File: src/hw/rf_cfg_pkg.sv
// Purpose: shared constants for the radio front end configuration bank
// Assumes: byte wide registers on a plain strobe port
// Notes:   offsets are register indices, not byte addresses
`default_nettype none

package rf_cfg_pkg;

  // ---------------------------------------------------------------
  // bus geometry
  // ---------------------------------------------------------------
  localparam int unsigned ADDR_W = 6;
  localparam int unsigned DATA_W = 8;

  // ---------------------------------------------------------------
  // register offsets
  // ---------------------------------------------------------------
  localparam logic [ADDR_W-1:0] OFF_RX_GAIN_CONFIG        = 6'h26;
  localparam logic [ADDR_W-1:0] OFF_N_DRIVER_CONDUCTANCE  = 6'h27;
  localparam logic [ADDR_W-1:0] OFF_P_DRIVER_IDLE_COND    = 6'h28;
  localparam logic [ADDR_W-1:0] OFF_P_DRIVER_MOD_COND     = 6'h29;
  localparam logic [ADDR_W-1:0] OFF_DRIVE_STATUS          = 6'h3f;

  // ---------------------------------------------------------------
  // reset values
  // ---------------------------------------------------------------
  localparam logic [DATA_W-1:0] RST_RX_GAIN_CONFIG        = 8'h48;
  localparam logic [DATA_W-1:0] RST_N_DRIVER_CONDUCTANCE  = 8'h88;
  localparam logic [DATA_W-1:0] RST_P_DRIVER_IDLE_COND    = 8'h20;
  localparam logic [DATA_W-1:0] RST_P_DRIVER_MOD_COND     = 8'h20;

  // ---------------------------------------------------------------
  // field layout
  // ---------------------------------------------------------------
  localparam int unsigned GAIN_LSB     = 4;
  localparam int unsigned GAIN_W       = 3;
  localparam int unsigned N_IDLE_LSB   = 4;
  localparam int unsigned N_MOD_LSB    = 0;
  localparam int unsigned N_W          = 4;
  localparam int unsigned P_LSB        = 0;
  localparam int unsigned P_W          = 6;
  localparam int unsigned DB_W         = 6;

  // ---------------------------------------------------------------
  // receiver gain figures in dB
  // ---------------------------------------------------------------
  localparam logic [DB_W-1:0] GAIN_DB_18 = 6'h12;
  localparam logic [DB_W-1:0] GAIN_DB_23 = 6'h17;
  localparam logic [DB_W-1:0] GAIN_DB_33 = 6'h21;
  localparam logic [DB_W-1:0] GAIN_DB_38 = 6'h26;
  localparam logic [DB_W-1:0] GAIN_DB_43 = 6'h2b;
  localparam logic [DB_W-1:0] GAIN_DB_48 = 6'h30;

endpackage

`default_nettype wire

File: src/hw/drive_sel_if.sv
// Purpose: carries one driver's settings and state to its selector
// Assumes: selector is purely combinational
// Notes:   width follows the conductance field of that driver
`default_nettype none

interface drive_sel_if #(
  parameter int unsigned W = 4
);
  logic [W-1:0] idle_strength;
  logic [W-1:0] mod_strength;
  logic         modulating;
  logic         enable;
  logic         power_down;
  logic         mod_ignore;
  logic [W-1:0] applied;

  modport bank (
    output idle_strength,
    output mod_strength,
    output modulating,
    output enable,
    output power_down,
    output mod_ignore,
    input  applied
  );

  modport sel (
    input  idle_strength,
    input  mod_strength,
    input  modulating,
    input  enable,
    input  power_down,
    input  mod_ignore,
    output applied
  );
endinterface

`default_nettype wire

File: src/hw/rf_front_end_config_regs.sv
// Purpose: configuration bank for receiver gain and antenna driver strength
// Assumes: state inputs come from logic on the same clock
// Notes:   read data valid only in the cycle after the read strobe
//
// Chosen here: the address-and-strobe port.
`default_nettype none

module rf_front_end_config_regs (
  // clock and reset
  input  wire logic                              clock,
  input  wire logic                              srst,
  // register port
  input  wire logic [rf_cfg_pkg::ADDR_W-1:0]     addr,
  input  wire logic [rf_cfg_pkg::DATA_W-1:0]     wr_data,
  input  wire logic                              wr_strobe,
  input  wire logic                              rd_strobe,
  output logic      [rf_cfg_pkg::DATA_W-1:0]     rd_data,
  // device state
  input  wire logic                              modulating,
  input  wire logic                              antenna_out_a_on,
  input  wire logic                              antenna_out_b_on,
  input  wire logic                              soft_power_down,
  input  wire logic                              full_depth_keying_force,
  // applied settings
  output logic      [rf_cfg_pkg::GAIN_W-1:0]     receiver_gain_sel,
  output logic      [rf_cfg_pkg::DB_W-1:0]       receiver_gain_db,
  output logic      [rf_cfg_pkg::N_W-1:0]        n_drive_applied,
  output logic                                   n_drive_active,
  output logic      [rf_cfg_pkg::P_W-1:0]        p_drive_applied
);

  // ---------------------------------------------------------------
  // gain decode
  // ---------------------------------------------------------------
  function automatic logic [rf_cfg_pkg::DB_W-1:0] gain_to_db(
    input logic [rf_cfg_pkg::GAIN_W-1:0] code
  );
    logic [rf_cfg_pkg::DB_W-1:0] db;
    db = rf_cfg_pkg::GAIN_DB_18;
    unique case (code)
      3'h0, 3'h2: db = rf_cfg_pkg::GAIN_DB_18;
      3'h1, 3'h3: db = rf_cfg_pkg::GAIN_DB_23;
      3'h4:       db = rf_cfg_pkg::GAIN_DB_33;
      3'h5:       db = rf_cfg_pkg::GAIN_DB_38;
      3'h6:       db = rf_cfg_pkg::GAIN_DB_43;
      3'h7:       db = rf_cfg_pkg::GAIN_DB_48;
    endcase
    return db;
  endfunction

  // ---------------------------------------------------------------
  // register storage
  // ---------------------------------------------------------------
  // only writable fields are stored, so reserved bits cannot hold data
  logic [rf_cfg_pkg::GAIN_W-1:0] gain_reg;
  logic [rf_cfg_pkg::GAIN_W-1:0] gain_next;
  logic [rf_cfg_pkg::N_W-1:0]    n_idle_reg;
  logic [rf_cfg_pkg::N_W-1:0]    n_idle_next;
  logic [rf_cfg_pkg::N_W-1:0]    n_mod_reg;
  logic [rf_cfg_pkg::N_W-1:0]    n_mod_next;
  logic [rf_cfg_pkg::P_W-1:0]    p_idle_reg;
  logic [rf_cfg_pkg::P_W-1:0]    p_idle_next;
  logic [rf_cfg_pkg::P_W-1:0]    p_mod_reg;
  logic [rf_cfg_pkg::P_W-1:0]    p_mod_next;

  always_comb begin
    gain_next   = gain_reg;
    n_idle_next = n_idle_reg;
    n_mod_next  = n_mod_reg;
    p_idle_next = p_idle_reg;
    p_mod_next  = p_mod_reg;
    if (wr_strobe) begin
      unique case (addr)
        rf_cfg_pkg::OFF_RX_GAIN_CONFIG: begin
          gain_next = wr_data[rf_cfg_pkg::GAIN_LSB +: rf_cfg_pkg::GAIN_W];
        end
        rf_cfg_pkg::OFF_N_DRIVER_CONDUCTANCE: begin
          n_idle_next = wr_data[rf_cfg_pkg::N_IDLE_LSB +: rf_cfg_pkg::N_W];
          n_mod_next  = wr_data[rf_cfg_pkg::N_MOD_LSB +: rf_cfg_pkg::N_W];
        end
        rf_cfg_pkg::OFF_P_DRIVER_IDLE_COND: begin
          p_idle_next = wr_data[rf_cfg_pkg::P_LSB +: rf_cfg_pkg::P_W];
        end
        rf_cfg_pkg::OFF_P_DRIVER_MOD_COND: begin
          p_mod_next = wr_data[rf_cfg_pkg::P_LSB +: rf_cfg_pkg::P_W];
        end
        default: begin
        end
      endcase
    end
  end

  always_ff @(posedge clock) begin
    if (srst) begin
      gain_reg   <= rf_cfg_pkg::RST_RX_GAIN_CONFIG[rf_cfg_pkg::GAIN_LSB +: rf_cfg_pkg::GAIN_W];
      n_idle_reg <= rf_cfg_pkg::RST_N_DRIVER_CONDUCTANCE[rf_cfg_pkg::N_IDLE_LSB +: rf_cfg_pkg::N_W];
      n_mod_reg  <= rf_cfg_pkg::RST_N_DRIVER_CONDUCTANCE[rf_cfg_pkg::N_MOD_LSB +: rf_cfg_pkg::N_W];
      p_idle_reg <= rf_cfg_pkg::RST_P_DRIVER_IDLE_COND[rf_cfg_pkg::P_LSB +: rf_cfg_pkg::P_W];
      p_mod_reg  <= rf_cfg_pkg::RST_P_DRIVER_MOD_COND[rf_cfg_pkg::P_LSB +: rf_cfg_pkg::P_W];
    end else begin
      gain_reg   <= gain_next;
      n_idle_reg <= n_idle_next;
      n_mod_reg  <= n_mod_next;
      p_idle_reg <= p_idle_next;
      p_mod_reg  <= p_mod_next;
    end
  end

  // ---------------------------------------------------------------
  // driver selection
  // ---------------------------------------------------------------
  drive_sel_if #(.W(rf_cfg_pkg::N_W)) n_sel ();
  drive_sel_if #(.W(rf_cfg_pkg::P_W)) p_sel ();

  logic driver_on;

  always_comb begin
    driver_on           = antenna_out_a_on | antenna_out_b_on;
    n_sel.idle_strength = n_idle_reg;
    n_sel.mod_strength  = n_mod_reg;
    n_sel.modulating    = modulating;
    n_sel.enable        = driver_on;
    n_sel.power_down    = soft_power_down;
    n_sel.mod_ignore    = 1'b0;
    p_sel.idle_strength = p_idle_reg;
    p_sel.mod_strength  = p_mod_reg;
    p_sel.modulating    = modulating;
    // p-driver has no on/off gating of its own here
    p_sel.enable        = 1'b1;
    p_sel.power_down    = soft_power_down;
    p_sel.mod_ignore    = full_depth_keying_force;
  end

  strength_apply #(.W(rf_cfg_pkg::N_W)) n_apply (
    .s (n_sel)
  );

  strength_apply #(.W(rf_cfg_pkg::P_W)) p_apply (
    .s (p_sel)
  );

  // ---------------------------------------------------------------
  // output registers
  // ---------------------------------------------------------------
  // one cycle of latency keeps every output straight from a flop
  logic [rf_cfg_pkg::GAIN_W-1:0] gain_out_reg;
  logic [rf_cfg_pkg::DB_W-1:0]   db_out_reg;
  logic [rf_cfg_pkg::DB_W-1:0]   db_out_next;
  logic [rf_cfg_pkg::N_W-1:0]    n_out_reg;
  logic                          n_active_reg;
  logic [rf_cfg_pkg::P_W-1:0]    p_out_reg;

  always_comb begin
    db_out_next = gain_to_db(gain_reg);
  end

  always_ff @(posedge clock) begin
    if (srst) begin
      gain_out_reg <= '0;
      db_out_reg   <= '0;
      n_out_reg    <= '0;
      n_active_reg <= 1'b0;
      p_out_reg    <= '0;
    end else begin
      gain_out_reg <= gain_reg;
      db_out_reg   <= db_out_next;
      n_out_reg    <= n_sel.applied;
      n_active_reg <= driver_on;
      p_out_reg    <= p_sel.applied;
    end
  end

  assign receiver_gain_sel = gain_out_reg;
  assign receiver_gain_db  = db_out_reg;
  assign n_drive_applied   = n_out_reg;
  assign n_drive_active    = n_active_reg;
  assign p_drive_applied   = p_out_reg;

  // ---------------------------------------------------------------
  // read path
  // ---------------------------------------------------------------
  logic [rf_cfg_pkg::DATA_W-1:0] rd_reg;
  logic [rf_cfg_pkg::DATA_W-1:0] rd_next;

  always_comb begin
    rd_next = '0;
    if (rd_strobe) begin
      unique case (addr)
        // reserved bits come from the reset pattern, so bit 3 reads one
        rf_cfg_pkg::OFF_RX_GAIN_CONFIG: begin
          rd_next = rf_cfg_pkg::RST_RX_GAIN_CONFIG;
          rd_next[rf_cfg_pkg::GAIN_LSB +: rf_cfg_pkg::GAIN_W] = gain_reg;
        end
        rf_cfg_pkg::OFF_N_DRIVER_CONDUCTANCE: begin
          rd_next[rf_cfg_pkg::N_IDLE_LSB +: rf_cfg_pkg::N_W] = n_idle_reg;
          rd_next[rf_cfg_pkg::N_MOD_LSB +: rf_cfg_pkg::N_W]  = n_mod_reg;
        end
        rf_cfg_pkg::OFF_P_DRIVER_IDLE_COND: begin
          rd_next[rf_cfg_pkg::P_LSB +: rf_cfg_pkg::P_W] = p_idle_reg;
        end
        rf_cfg_pkg::OFF_P_DRIVER_MOD_COND: begin
          rd_next[rf_cfg_pkg::P_LSB +: rf_cfg_pkg::P_W] = p_mod_reg;
        end
        // live view of the state inputs and of what the n-driver currently gets
        rf_cfg_pkg::OFF_DRIVE_STATUS: begin
          rd_next = {modulating, driver_on, soft_power_down,
                     full_depth_keying_force, n_out_reg};
        end
        default: begin
          rd_next = '0;
        end
      endcase
    end
  end

  always_ff @(posedge clock) begin
    if (srst) begin
      rd_reg <= '0;
    end else begin
      rd_reg <= rd_next;
    end
  end

  assign rd_data = rd_reg;

endmodule

`default_nettype wire

File: src/hw/strength_apply.sv
// Purpose: picks the conductance a driver really gets
// Assumes: all inputs on the system clock
// Notes:   combinational; the bank registers the result
`default_nettype none

module strength_apply #(
  parameter int unsigned W = 4
) (
  // settings and state
  drive_sel_if.sel s
);

  logic [W-1:0] pick;

  always_comb begin
    pick = s.modulating ? s.mod_strength : s.idle_strength;
    if (s.modulating && s.mod_ignore) begin
      pick = '0;
    end
    if (s.power_down) begin
      pick[W-1] = 1'b1;
    end
    // only while a driver is on
    s.applied = s.enable ? pick : '0;
  end

endmodule

`default_nettype wire

File: config.mk
export PLATFORM = sky130hd
export DESIGN_NAME = rf_front_end_config_regs
export DESIGN_NICKNAME = d
export VERILOG_FILES = /design/src/hw/rf_cfg_pkg.sv /design/src/hw/drive_sel_if.sv /design/src/hw/rf_front_end_config_regs.sv /design/src/hw/strength_apply.sv
export SDC_FILE = /design/constraint.sdc
export NUM_CORES = 1
export LEC_CHECK = 0
export ABC_AREA = 1
export BUFFER_PORTS_ARGS = -buffer_cell sky130_fd_sc_hd__buf_4
export CAP_MARGIN = 40
export CORE_ASPECT_RATIO = 0.5
export CORE_MARGIN = 3
export CORE_UTILIZATION = 40
export DETAILED_ROUTE_END_ITERATION = 6
export PLACE_DENSITY = 0.66
export RECOVER_POWER = 50
export SYNTH_ARGS = -nofsm -noshare
export SYNTH_HDL_FRONTEND = slang
export SYNTH_SLANG_ARGS = --single-unit
File: constraint.sdc
create_clock -name clock -period 0.95 [get_ports clock]
set_input_delay 0.2375 -clock clock [delete_from_list [all_inputs] [get_ports clock]]
set_output_delay 0.2375 -clock clock [all_outputs]
set_load 0.02 [all_outputs]
==> metrics.yaml <==
cells_and_area:
  largest_register_ffs: 8
  fin_util_pct: 62.90
  layout-drive-gt1-share_pct: 37.68
  nets: 377
  n_antenna_cell: 0
  area_growth_syn_to_layout_pct: 41.16
  design_area_um2: 2957
worst_setup_path:
  worstPathRequired_ns: 0.71
  max_stage_delay_ns: 0.35
  path_cells: "buf_6"
  critPathArrivalTime_ns: 0.77
  crit_family: "flip-flops"
  ff2ff_setup_slack_ns: 0.07
  reg2reg_from: "p_mod_reg[3]"
  r2r_cells: 4
  end_kind: "output port"
  critPathKind: "reg -> out"
  crit_fanout: 2
  critPathBufInv: 1
  r2r-end: "rd_data[3]"
  worst_path_max_delay_cell: "dfxtp_2"
  startpoint_type: "flop"
clock_tree:
  clkTransAtPathRegs_ns: 0.09
  clk_latency_ns: 0.31
  cts_sinks: 50
  root_buffer: "clkbuf_8"
  cts_buffers: 5
  cts_tree: "yes"
  cts_hold_buf: 0
  cts_buffer_depth: 2
  cts_max_level: 2
global_routing:
  grt-ovfl-total: 0
  grt_max_degree: 17
  grt_usage_pct: 20.61
  antenna_found_initial: 0
  grt_pass1_wl_um: 9818
  grt_pass1_vias: 1986
routing:
  routed_wl_um: 6021
  drc_errors: 0
  wl_per_cell_um: 14.37
  viasPerCell: 4.878
  dr.pass1.iters: 5
  vias: 2044
  first_iter_violations: 221
  ant_nets: 0
pwr:
  vdd.ir_drop.worst_v: 0.0007003
  fin_total_pwr_mw: 3.937
  p_leak_nw: 1.350
  powerDensity_nw_per_um2: 1331
synth:
  synthesis.area_um2: 2095
  yosys_warnings: 0
  yosysTopAreaCellShare_pct: 47.79
  synth_nets: 303
  ys_types: 28
  syn_area_per_cell_um2: 7.534
  synth.area.top_cells: "dfxtp_1 48%, nand2_1 10%, nand3_1 8.8%"
  synth_seq_cells: 50
  seq_area_frac_synth_pct: 47.79
  synth_top_area_cell: "dfxtp_1"
  synthCells: 278
die:
  pin_count: 51
  die_area_um2: 6194
  start_util_pct: 44.56
  die_w_um: 108.3
  die_h_um: 57.17
  row_count: 17
  coreArea_um2: 4701
sta:
  tightest_slew_ns: 0.3244
  hold_viol_final: 0
  slew_headroom_pct: 78.32
  max_freq_mhz: 994.5
  slew_viol_final: 0
  period_share_pct: 105.9
  skew_ns: 0.006020
  rsz0062_at_grt: "true"
  post-route-min-period_ns: 1.006
  setup_viol: 32
  setup_ws_ns: -0.05558
placed_design:
  post-place-ws_ns: -0.2947
  place_area_um2: 2724
  gp_congestion: 0.9476
  port_buffers: 50
  hpwl_um: 4748
run_status:
  violations: "negative setup slack"
  status: "finished, violations left"
min_path:
  worst_hold_startpoint: "wr_data[6]"
  whs_path_depth: 3
  min_path_type: "in -> reg"
  min_to: "gain_reg[2]"
job:
  drv_cap: 0
-- placed cells by master, fill, tap and decap left out --
cell type   n
nand2_4     1
inv_4       1
o21ai_0     7
nand2_2     4
o211ai_1    2
dfxtp_2    28
buf_6      29
nand3b_1    1
inv_2       3
dfxtp_1    22
nand3_1    38
inv_1      20
a31oi_1     1
o21ai_1     9
clkinv_1    1
nor2_2      2
buf_4      43
clkbuf_8    7
clkinv_4    1
inv_6       1
a21oi_1    14
nand3_2     1
and3_1      1
a21oi_2     2
nor2_1     45
o21ai_2     2
nand2_1    56
ha_1        2
buf_2       1
buf_12      2
clkbuf_1    1
nor2_4      5
-- worst min-delay path, cell delays in order --
cell and delay [ns]:
buf_4 0.09, nand2_1 0.05, nand3_1 0.05
-- layout make-up --
type / instances / area (um2)
Fill cell: 428 / 1744
Inverter: 26 / 105.1
Timing Repair Buffer: 76 / 698.2
Tap cell: 66 / 82.58
Clock buffer: 7 / 96.34
Clock inverter: 1 / 8.758
Sequential cell: 50 / 1036
Multi-Input combinational cell: 193 / 929.6
-- power by group --
| group | total, mW | internal (mW) | leakage [nW] | switching, mW |
|---|---|---|---|---|
| Sequential | 2.14 | 2.12 | 0.416 | 0.0165 |
| Clock | 1.37 | 0.668 | 0.0544 | 0.707 |
| Combinational | 0.425 | 0.194 | 0.880 | 0.231 |
| Total | 3.94 | 2.98 | 1.35 | 0.955 |
-- metrics by stage --
stage | hold slack [ns] | instances | TNS (ns)
global placement | 0.4568 | 409 | -6.438
floorplan | 0.3066 | 278 | -0.04192
global route | 0.1530 | 419 | -3.381
CTS | 0.1371 | 417 | -1.481
detailed placement | 0.4627 | 409 | -6.819
finish | 0.1463 | 419 | -1.189
-- synthesized netlist by cell type --
master and n:
o21ai_2 2, inv_2 1, nor2_4 3, nand2_2 4
nor2_8 1, o21ai_1 6, buf_6 2, clkbuf_1 3
a21oi_2 2, inv_1 23, and3_1 1, a21oi_1 14
clkinv_1 1, nand3_1 37, dfxtp_1 50, nor2_1 47
nand3_2 2, nand2_4 1, ha_1 2, nand2_1 56
nor2_2 1, o21ai_0 10, buf_2 1, nand3b_1 1
o211ai_1 2, clkinv_2 1, a31oi_1 1, buf_4 3
-- layer usage --
layer / part of all wire, % / track usage, % / wire length (um)
met1: 48 / 29.90 / 2869
met2: 42 / 30.48 / 2549
met3: 9.6 / 6.667 / 580
met4: 0.35 / 3.237 / 21
met5: 0 / 0 / 0
-- what timing repair did --
| action | CTS | global route |
|---|---|---|
| resized for setup | 55 | 15 |
| setup buffers | 0 | 2 |
| setup endpoints to repair | 28 | 37 |
| pin swaps | 0 | 6 |
-- kinds of logic after synthesis --
kind of cell | count (synthesis) | synth area share, %
DFF | 50 | 47.79
buffers and inverters | 35 | 7.645
adders and majority gates | 2 | 1.195
AOI/OAI and AO/OA | 37 | 9.857
and+or+nand+nor | 154 | 33.51
-- how the worst max path moves through the flow --
stage,startpoint,to,slack (ns),depth (start not counted)
final,receiver_gain_db[5],receiver_gain_db[5],-0.06,1
after global routing,n_drive_applied[1],n_drive_applied[1],-0.1,1
after CTS,receiver_gain_db[5],receiver_gain_db[5],-0.07,1
after detailed placement,addr[0],p_idle_reg[2],-0.29,5
after global placement,addr[0],p_idle_reg[2],-0.31,5
after floorplan,addr[0],p_mod_reg[1],-0.01,7
Power figures use the tool's default switching activity.
